`config.mk`:
```
export PLATFORM = sky130hd
export DESIGN_NAME = mtc_mode_ctrl
export DESIGN_NICKNAME = d
export VERILOG_FILES = /design/src/mtc_pkg.sv /design/src/mtc_holdoff.sv /design/src/mtc_apb_regs.sv /design/src/mtc_mode_ctrl.sv
export SDC_FILE = /design/constraint.sdc
export NUM_CORES = 1
export LEC_CHECK = 0
export BUFFER_PORTS_ARGS = -buffer_cell sky130_fd_sc_hd__buf_2
export CORE_MARGIN = 3
export CORE_UTILIZATION = 52
export CTS_BUF_LIST = sky130_fd_sc_hd__clkbuf_8
export DETAILED_ROUTE_END_ITERATION = 8
export PLACE_DENSITY = 0.79
export SLEW_MARGIN = 20
export SYNTH_ARGS = -nofsm -noshare
export SYNTH_HDL_FRONTEND = slang
export SYNTH_SLANG_ARGS = --single-unit
```
`constraint.sdc`:
```
create_clock -name pclk -period 2.5 [get_ports pclk]
set_clock_uncertainty 0.2 [all_clocks]
set_input_delay 0 -clock pclk [delete_from_list [all_inputs] [get_ports pclk]]
set_output_delay 0 -clock pclk [all_outputs]
set_load 0.01 [all_outputs]
```
`src/mtc_pkg.sv`:
```
// Package for the measure/trigger mode control block.
// Assumes a single pclk domain and APB register access.
package mtc_pkg;
    typedef enum logic [2:0] {
        MTC_FREE_RUN, MTC_FILT_MEAS, MTC_SETL_MEAS,
        MTC_PLAIN_TRIG, MTC_FILT_TRIG, MTC_SETL_TRIG
    } mtc_mode_e;
    // ----------------------------------------
    // Register byte offsets
    // ----------------------------------------
    localparam logic [7:0] MTC_CTRL_OFS = 8'h00;
    localparam logic [7:0] MTC_CMD_OFS = 8'h04;
    localparam logic [7:0] MTC_FILT_OFS = 8'h08;
    localparam logic [7:0] MTC_STAT_OFS = 8'h0C;
    localparam logic [7:0] MTC_DATA_OFS = 8'h10;
    // ----------------------------------------
    // Field positions
    // ----------------------------------------
    localparam int MTC_MODE_LSB = 0;
    localparam int MTC_MODE_MSB = 2;
    localparam int MTC_REMOTE_BIT = 3;
    localparam int MTC_CMD_TRIG_BIT = 0;
    localparam int MTC_CMD_LOCAL_BIT = 1;
    localparam int MTC_CMD_CALX_BIT = 2;
    localparam int MTC_ST_WAIT_BIT = 3;
    localparam int MTC_ST_DASH_BIT = 4;
    localparam int MTC_ST_TWAIT_BIT = 5;
    localparam int MTC_ST_VALID_BIT = 6;
    // ----------------------------------------
    // Reset values and timing
    // ----------------------------------------
    localparam int MTC_DATA_W = 24;
    localparam int MTC_TC_W = 32;
    localparam int MTC_CLK_MHZ = 125;
    localparam int MTC_FILT_MS_DEF = 1000;
    localparam int MTC_CYC_PER_MS = MTC_CLK_MHZ * 1000;
    localparam logic [31:0] MTC_FILT_RST =
        32'(MTC_FILT_MS_DEF * MTC_CYC_PER_MS);
    localparam logic [31:0] MTC_ZERO = 32'h0000_0000;
endpackage : mtc_pkg

```
`src/mtc_holdoff.sv`:
```
// Hold-off timer: counts one or two filter time constants.
// Assumes restart pulses come from the mode controller.
`timescale 1ns/1ns
module mtc_holdoff #(
    parameter int TC_W = 32
) (
    // Clock and reset
    input wire logic pclk,
    input wire logic presetn,
    input wire logic clk_en,
    // Control
    input wire logic start,
    input wire logic two_tc,
    input wire logic cancel,
    input wire logic [TC_W-1:0] tc_cycles,
    // Status
    output logic busy
);
    import mtc_pkg::*;
    logic [TC_W:0] cnt_reg;
    logic busy_reg;
    wire [TC_W:0] load_val = two_tc ? {tc_cycles, 1'b0}
                                    : {1'b0, tc_cycles};
    wire done = (cnt_reg <= (TC_W+1)'(1));
    assign busy = busy_reg;
    always_ff @(posedge pclk or negedge presetn) begin
        if (!presetn) begin
            cnt_reg <= '0;
            busy_reg <= 1'b0;
        end else if (clk_en) begin
            // Restart always wins so a new step reloads the count
            if (start) begin
                cnt_reg <= load_val;
                busy_reg <= 1'b1;
            end else if (cancel || (busy_reg && done)) begin
                cnt_reg <= '0;
                busy_reg <= 1'b0;
            end else if (busy_reg) begin
                cnt_reg <= cnt_reg - (TC_W+1)'(1);
            end
        end
    end
endmodule : mtc_holdoff

```
`src/mtc_apb_regs.sv`:
```
// APB slave register file for the mode controller.
// Assumes zero-wait APB; unmapped reads return zero, no error.
`timescale 1ns/1ns
module mtc_apb_regs (
    // Clock and reset
    input wire logic pclk,
    input wire logic presetn,
    input wire logic clk_en,
    // APB
    input wire logic psel,
    input wire logic penable,
    input wire logic pwrite,
    input wire logic [7:0] paddr,
    input wire logic [31:0] pwdata,
    output logic [31:0] prdata,
    output logic pready,
    output logic pslverr,
    // Register fields
    output logic [2:0] mode_wr,
    output logic mode_wr_stb,
    output logic remote,
    output logic trig_stb,
    output logic local_stb,
    output logic calx_stb,
    output logic [31:0] filt_cycles,
    input wire logic [31:0] stat_word,
    input wire logic [31:0] data_word
);
    import mtc_pkg::*;
    logic [3:0] ctrl_reg;
    logic [31:0] filt_reg;
    wire acc = psel && penable && clk_en;
    wire wr = acc && pwrite;
    wire sel_ctrl = (paddr == MTC_CTRL_OFS);
    wire sel_cmd = (paddr == MTC_CMD_OFS);
    wire sel_filt = (paddr == MTC_FILT_OFS);
    wire sel_stat = (paddr == MTC_STAT_OFS);
    wire sel_data = (paddr == MTC_DATA_OFS);
    wire cmd_wr = wr && sel_cmd;
    assign pready = 1'b1;
    assign pslverr = 1'b0;
    assign mode_wr = pwdata[MTC_MODE_MSB:MTC_MODE_LSB];
    assign mode_wr_stb = wr && sel_ctrl;
    assign remote = ctrl_reg[MTC_REMOTE_BIT];
    assign trig_stb = cmd_wr && pwdata[MTC_CMD_TRIG_BIT];
    assign local_stb = cmd_wr && pwdata[MTC_CMD_LOCAL_BIT];
    assign calx_stb = cmd_wr && pwdata[MTC_CMD_CALX_BIT];
    assign filt_cycles = filt_reg;
    always_comb begin
        prdata = MTC_ZERO;
        if (sel_ctrl) prdata = {28'h0000000, ctrl_reg};
        if (sel_filt) prdata = filt_reg;
        if (sel_stat) prdata = stat_word;
        if (sel_data) prdata = data_word;
    end
    always_ff @(posedge pclk or negedge presetn) begin
        if (!presetn) begin
            ctrl_reg <= 4'h0;
            filt_reg <= MTC_FILT_RST;
        end else begin
            if (wr && sel_ctrl) ctrl_reg <= pwdata[3:0];
            // Return-to-local drops remote control
            else if (local_stb) ctrl_reg[MTC_REMOTE_BIT] <= 1'b0;
            if (wr && sel_filt) filt_reg <= pwdata;
        end
    end
endmodule : mtc_apb_regs

```
`src/mtc_mode_ctrl.sv`:
```
// Top of the measure/trigger mode controller.
// Assumes measurement samples, step and range flags arrive on pclk.
//
// Our own choices: the register offsets and register access over APB.
`timescale 1ns/1ns
// Contract
// - Bus modes selectable only under remote
// - Local control forces free-run mode
// - Measure modes self-trigger; triggered need trigger
// - Free-run at reset, local, calibration exit
// - Filtered measure: dashes for one constant
// - Settled measure: dashes for two constants
// - Plain triggered: wait, latch on trigger
// - Filtered triggered: restart, wait one constant
// - Settled triggered: restart, wait two constants
// - Before first trigger show latest reading (code: filtered/settled triggered only, plain keeps old value)
// - Bus and device triggers both count
// - Hold-off follows configured filter time
module mtc_mode_ctrl #(
    parameter int DATA_W = mtc_pkg::MTC_DATA_W
) (
    // Clock and reset
    input wire logic pclk,
    input wire logic presetn,
    input wire logic clk_en,
    // APB
    input wire logic psel,
    input wire logic penable,
    input wire logic pwrite,
    input wire logic [7:0] paddr,
    input wire logic [31:0] pwdata,
    output logic [31:0] prdata,
    output logic pready,
    output logic pslverr,
    // Measurement path
    input wire logic [DATA_W-1:0] meas_data,
    input wire logic meas_valid,
    input wire logic power_step,
    input wire logic range_change,
    input wire logic bus_get_trigger,
    // Display
    output logic [DATA_W-1:0] disp_data,
    output logic disp_dashes,
    output logic disp_trig_wait,
    output logic filter_restart,
    output logic [2:0] active_mode
);
    import mtc_pkg::*;
    // ----------------------------------------
    // Register interface
    // ----------------------------------------
    logic [2:0] mode_wr;
    logic mode_wr_stb, remote, trig_stb, local_stb, calx_stb;
    logic [31:0] filt_cycles, stat_word, data_word;
    mtc_apb_regs u_regs (
        .pclk(pclk),
        .presetn(presetn),
        .clk_en(clk_en),
        .psel(psel),
        .penable(penable),
        .pwrite(pwrite),
        .paddr(paddr),
        .pwdata(pwdata),
        .prdata(prdata),
        .pready(pready),
        .pslverr(pslverr),
        .mode_wr(mode_wr),
        .mode_wr_stb(mode_wr_stb),
        .remote(remote),
        .trig_stb(trig_stb),
        .local_stb(local_stb),
        .calx_stb(calx_stb),
        .filt_cycles(filt_cycles),
        .stat_word(stat_word),
        .data_word(data_word)
    );
    // ----------------------------------------
    // Mode selection
    // ----------------------------------------
    function automatic logic is_trig_mode(input mtc_mode_e m);
        is_trig_mode = (m == MTC_PLAIN_TRIG) || (m == MTC_FILT_TRIG)
                    || (m == MTC_SETL_TRIG);
    endfunction : is_trig_mode
    function automatic logic is_settled(input mtc_mode_e m);
        is_settled = (m == MTC_SETL_MEAS) || (m == MTC_SETL_TRIG);
    endfunction : is_settled
    mtc_mode_e sel_reg, sel_next;
    mtc_mode_e mode_now;
    wire mode_code_ok = (mode_wr <= 3'(MTC_SETL_TRIG));
    wire mode_take = mode_wr_stb && remote && mode_code_ok;
    // local or calibration exit resets mode
    wire mode_back = local_stb || calx_stb;
    always_comb begin
        sel_next = sel_reg;
        if (mode_back) sel_next = MTC_FREE_RUN;
        else if (mode_take) sel_next = mtc_mode_e'(mode_wr);
    end
    assign mode_now = remote ? sel_reg : MTC_FREE_RUN;
    assign active_mode = mode_now;
    // ----------------------------------------
    // Trigger and hold-off events
    // ----------------------------------------
    // either trigger source counts
    wire trig_any = (trig_stb || bus_get_trigger) && remote;
    wire mode_chg = mode_back || mode_take;
    wire trig_mode = is_trig_mode(mode_now);
    wire filt_meas = (mode_now == MTC_FILT_MEAS)
                  || (mode_now == MTC_SETL_MEAS);
    wire filt_trig = (mode_now == MTC_FILT_TRIG)
                  || (mode_now == MTC_SETL_TRIG);
    // step or range change in measure modes
    wire step_evt = filt_meas && (power_step || range_change);
    wire trig_restart = filt_trig && trig_any;
    // Mode change wins, so no restart pulse without a hold-off
    wire hold_start = (step_evt || trig_restart) && !mode_chg;
    logic busy;
    mtc_holdoff #(.TC_W(MTC_TC_W)) u_hold (
        .pclk(pclk),
        .presetn(presetn),
        .clk_en(clk_en),
        .start(hold_start),
        .two_tc(is_settled(mode_now)),
        .cancel(mode_chg),
        .tc_cycles(filt_cycles),
        .busy(busy)
    );
    // ----------------------------------------
    // Display state
    // ----------------------------------------
    logic [DATA_W-1:0] last_reg, disp_reg;
    logic armed_reg, held_reg, fresh_reg, restart_reg;
    wire hold_done = armed_reg && !busy && fresh_reg;
    always_ff @(posedge pclk or negedge presetn) begin
        if (!presetn) begin
            sel_reg <= MTC_FREE_RUN;
            last_reg <= '0;
            disp_reg <= '0;
            armed_reg <= 1'b0;
            held_reg <= 1'b0;
            fresh_reg <= 1'b0;
            restart_reg <= 1'b0;
        end else if (clk_en) begin
            sel_reg <= sel_next;
            restart_reg <= hold_start;
            if (meas_valid) last_reg <= meas_data;
            if (mode_chg) begin
                armed_reg <= 1'b0;
                held_reg <= 1'b0;
                fresh_reg <= 1'b0;
            end else if (trig_restart) begin
                armed_reg <= 1'b1;
                held_reg <= 1'b0;
                fresh_reg <= 1'b0;
            end else if (trig_any && mode_now == MTC_PLAIN_TRIG) begin
                disp_reg <= meas_valid ? meas_data : last_reg;
                held_reg <= 1'b1;
            end else if (armed_reg) begin
                // Only samples after restart count as filtered
                if (busy && meas_valid) fresh_reg <= 1'b1;
                if (hold_done) begin
                    disp_reg <= last_reg;
                    held_reg <= 1'b1;
                    armed_reg <= 1'b0;
                end
            end
            if (!trig_mode && meas_valid) disp_reg <= meas_data;
            if (filt_trig && !armed_reg && !held_reg && meas_valid)
                disp_reg <= meas_data;
        end
    end
    // ----------------------------------------
    // Outputs and status
    // ----------------------------------------
    assign disp_data = disp_reg;
    assign filter_restart = restart_reg;
    assign disp_dashes = filt_meas && busy;
    // trig-wait until trigger or filter done
    assign disp_trig_wait = ((mode_now == MTC_PLAIN_TRIG) && !held_reg)
                         || (filt_trig && armed_reg);
    assign stat_word = {25'h0000000, held_reg, disp_trig_wait,
                        disp_dashes, 1'b0, mode_now};
    assign data_word = 32'(disp_reg);
endmodule : mtc_mode_ctrl

```
==> Implementation_results.wiki <==
{| class="wikitable"
! Metric !! Value
|-
| Final instance area || 9800 um^2
|-
| Number of placed I/O pins || 138
|-
| Depth of the worst register-to-register path || 7
|-
| Congestion Overflow GR || 0
|-
| Type of the tightest min-delay check || in2reg
|-
| Mean post-synth cell area || 10.3 um^2
|-
| # nets final || 1031
|-
| Post-route DRC violation count || 0
|-
| Sink Count || 125
|-
| Diode insertion count for antenna repair || 0
|-
| Starting DRC count in detailed routing || 687
|-
| Number of port buffers || 135
|-
| Placed cell area || 8370 um^2
|-
| Minimum clock period after layout || 2550 ps
|-
| Count of yosys warnings during synthesis || 0
|-
| Fin crit share || 102%
|-
| Data required time at the worst endpoint || 2630 ps
|-
| Tot Pwr || 5340 uW
|-
| Antenna violations before repair || 0
|-
| Cell-by-cell listing of the critical path || or4_4, nor4_4, nand4_1, nand3_4, buf_12, a221oi_1, a311o_1
|-
| Standard cell core area || 12800 um^2
|-
| Pin count of the biggest net entering global routing || 49
|-
| Filler Cells Inserted || 851
|-
| Top cell type by total area after synthesis || sky130_fd_sc_hd__dfrtp_1
|-
| Floorplan die area || 14800 um^2
|-
| Cells after Synth || 673
|-
| Final setup viols || 12
|-
| Global placement routability congestion || 0.931
|-
| Area fraction of the dominant cell type after synthesis || 40.4%
|-
| Sequential share of the synthesized area || 45.4%
|-
| Number of unique standard cell types used by synthesis || 66
|-
| Clock slew at the register clock pins of the worst setup and hold paths || 80 ps
|-
| Crit path DAT || 2690 ps
|-
| Crit Reg-Reg Startpoint || u_hold.cnt_reg[23]
|-
| Initial cell density of the core || 54.0%
|-
| Most frequent cells in the layout || sky130_fd_sc_hd__buf_2 (134), sky130_fd_sc_hd__dfrtp_1 (112), sky130_fd_sc_hd__dlygate4sd3_1 (79)
|-
| Max-slew violation count || 0
|-
| Nature of the critical path startpoint || register
|-
| Sum of buffers and inverters on the critical path || 1
|-
| Number of H-tree branching levels || 4
|-
| Total length of routed wires || 22800 um
|-
| Unrepaired setup endpoints after global routing || yes
|-
| Synthesized Nets || 749
|-
| Number of buffers on the longest clock path || 2
|-
| Worst min-delay path endpoint || last_reg[7]
|-
| Setup Crit Path Kind || reg2reg
|-
| Kind of cell adding the most delay to the critical path || simple AND/OR/NAND/NOR gates
|-
| Vias in the first global route || 7167
|-
| Multi-input gate area || 3680 um^2
|-
| Routed WL per cell || 20.0 um
|-
| Maximum frequency from static timing analysis || 391 MHz
|-
| Rel. slew slack || 66.6%
|-
| Half-perimeter wire length after placement || 14800 um
|-
| Post-synthesis cell area || 6930 um^2
|-
| Cell leakage power || 0.00466 uW
|-
| Worst slew pin tran || 497 ps
|-
| Flip-flop count of the largest register, all copies and words added || 33
|-
| Slack of the worst reg-to-reg path || -50 ps
|-
| Die extent in x || 121 um
|-
| Total of max-cap violations || 0
|-
| Final design utilization || 76.4%
|-
| Peak fanout along the critical path || 16
|-
| Violations in the final reports || negative setup slack
|-
| Area Overhead vs Synth || 41.3%
|-
| Area taken by flip-flops and latches || 3140 um^2
|-
| Number of nets with antenna violations after routing || 0
|-
| Worst Setup Slack, final || -54.8 ps
|-
| Endpoints failing hold || 0
|-
| Share of cells above drive strength 1 || 38.3%
|-
| Inserted Clock Buffers || 17
|-
| Global-route wire length before repair || 36500 um
|-
| Hold Path Origin || meas_valid
|-
| Die height || 121 um
|-
| Worst r2r dst || u_hold.cnt_reg[23]
|-
| Via total after detailed routing || 6856
|-
| FFs w/ async S/R, synth || 100%
|-
| Via-to-Cell Ratio || 6.01
|-
| CTS tree || yes
|-
| VDD IR max || 0.482 mV
|-
| Crit-path slowest cell || sky130_fd_sc_hd__or4_4
|-
| Commonest non-fill, non-tap cell in the layout || sky130_fd_sc_hd__buf_2
|-
| Number of stages on the worst hold path || 4
|-
| Pre-antenna DRT Iters || 5
|-
| Later-pin clock latency in the skew report || 450 ps
|-
| Buffer cell driving the clock tree root || sky130_fd_sc_hd__clkbuf_8
|-
| Total power density per cell area || 545 nW/um^2
|-
| Row count || 41
|-
| Number of flops mapped to enable cells by yosys || 0
|-
| Status || complete, but fails checks
|-
| Main synth FF type || sky130_fd_sc_hd__dfrtp_1
|-
| CP max stage delay || 570 ps
|-
| GRT Total Usage || 31.4%
|-
| Synth area leaders || sky130_fd_sc_hd__dfrtp_1 (40%), sky130_fd_sc_hd__mux2_2 (10%), sky130_fd_sc_hd__mux2i_1 (8.2%)
|-
| #FFs+latches synth || 125
|-
| CP Capture Type || register
|}
-- cells in the mapped netlist, types with 3 or more instances --
master / instances
sky130_fd_sc_hd__dfrtp_1: 112
sky130_fd_sc_hd__nor2_1: 78
sky130_fd_sc_hd__mux2_2: 62
sky130_fd_sc_hd__mux2i_1: 57
sky130_fd_sc_hd__a21oi_1: 37
sky130_fd_sc_hd__o21ai_0: 34
sky130_fd_sc_hd__nand2_1: 32
sky130_fd_sc_hd__nor3_1: 26
sky130_fd_sc_hd__a22o_1: 22
sky130_fd_sc_hd__inv_1: 18
sky130_fd_sc_hd__clkbuf_1: 14
sky130_fd_sc_hd__dfstp_2: 13
sky130_fd_sc_hd__a221o_1: 11
sky130_fd_sc_hd__buf_2: 11
sky130_fd_sc_hd__and2_1: 10
sky130_fd_sc_hd__buf_4: 10
sky130_fd_sc_hd__nor4_1: 10
sky130_fd_sc_hd__nand3_1: 9
sky130_fd_sc_hd__a211o_1: 6
sky130_fd_sc_hd__nand4_1: 6
sky130_fd_sc_hd__a221oi_1: 5
sky130_fd_sc_hd__a311o_1: 5
sky130_fd_sc_hd__or3_1: 5
sky130_fd_sc_hd__a211oi_1: 4
sky130_fd_sc_hd__nand3b_1: 4
sky130_fd_sc_hd__o211ai_1: 4
sky130_fd_sc_hd__o32ai_1: 4
sky130_fd_sc_hd__or4_1: 4
sky130_fd_sc_hd__a21o_1: 3
sky130_fd_sc_hd__a2bb2oi_1: 3
sky130_fd_sc_hd__and4_1: 3
sky130_fd_sc_hd__o21a_1: 3
-- power breakdown --
part           leakage, uW  internal, uW  switching (uW)
Sequential         0.00148          2260             222
Clock             0.000189           881             881
Combinational      0.00300           571             525
Total              0.00466          3710            1630
-- stage by stage --
step | setup WS [ps] | std cells | hold slack, ps | TNS (ps)
after floorplan | 18.6 | 673 | -496 | 0
after global placement | -99.3 | 1019 | -132 | -780
after detailed placement | -256 | 1019 | -128 | -4440
after CTS | -84.4 | 1135 | 0.0485 | -1310
after global routing | -139 | 1140 | 33.7 | -2390
final | -54.8 | 1140 | 21.7 | -347
-- metal layers --
layer	GRT usage, %	share of wire [%]
met1	40.0	40
met2	52.8	51
met3	6.90	7.6
met4	10.9	2.3
met5	0	0
-- kinds of logic after synthesis --
logic type / synth area share, %
other cells: 0.108
simple gates: 15.1
mux: 18.3
compound gates: 16.6
fa+ha+maj: 0.361
xor+xnor: 0.126
buf+inv: 4.10
flops: 45.4
-- worst max-delay path by stage --
stage	from	endpoint	cells past startpoint
final	u_hold.cnt_reg[23]	u_hold.cnt_reg[23]	7
after global routing	u_hold.cnt_reg[23]	u_hold.cnt_reg[13]	7
after CTS	u_hold.cnt_reg[23]	u_hold.cnt_reg[25]	7
after detailed placement	u_hold.cnt_reg[25]	u_hold.cnt_reg[13]	7
after global placement	u_hold.cnt_reg[25]	u_hold.cnt_reg[7]	7
after floorplan	u_hold.cnt_reg[19]	u_hold.cnt_reg[28]	6
-- cell type report --
cell class	instances	area share, %
Inverter	18	0.690
Timing Repair Buffer	302	23.5
Clock inverter	15	1.52
Clock buffer	17	2.39
Sequential cell	125	32.1
Tap cell	172	2.20
Multi-Input combinational cell	491	37.6
-- tightest hold or removal path, stage by stage --
cell	delay, ps
sky130_fd_sc_hd__buf_2	90
sky130_fd_sc_hd__nand2_1	50
sky130_fd_sc_hd__buf_4	240
sky130_fd_sc_hd__mux2_2	260
-- timing repair --
action / in CTS / in global routing
endpoints found under the hold margin: 209 / 0
pin swaps: 11 / 14
setup endpoints to repair: 30 / 41
resized for setup: 23 / 28
buffers inserted: 4 / 5
hold buffers: 80 / 0
gates cloned: 1 / 0
Power figures use the tool's default switching activity.
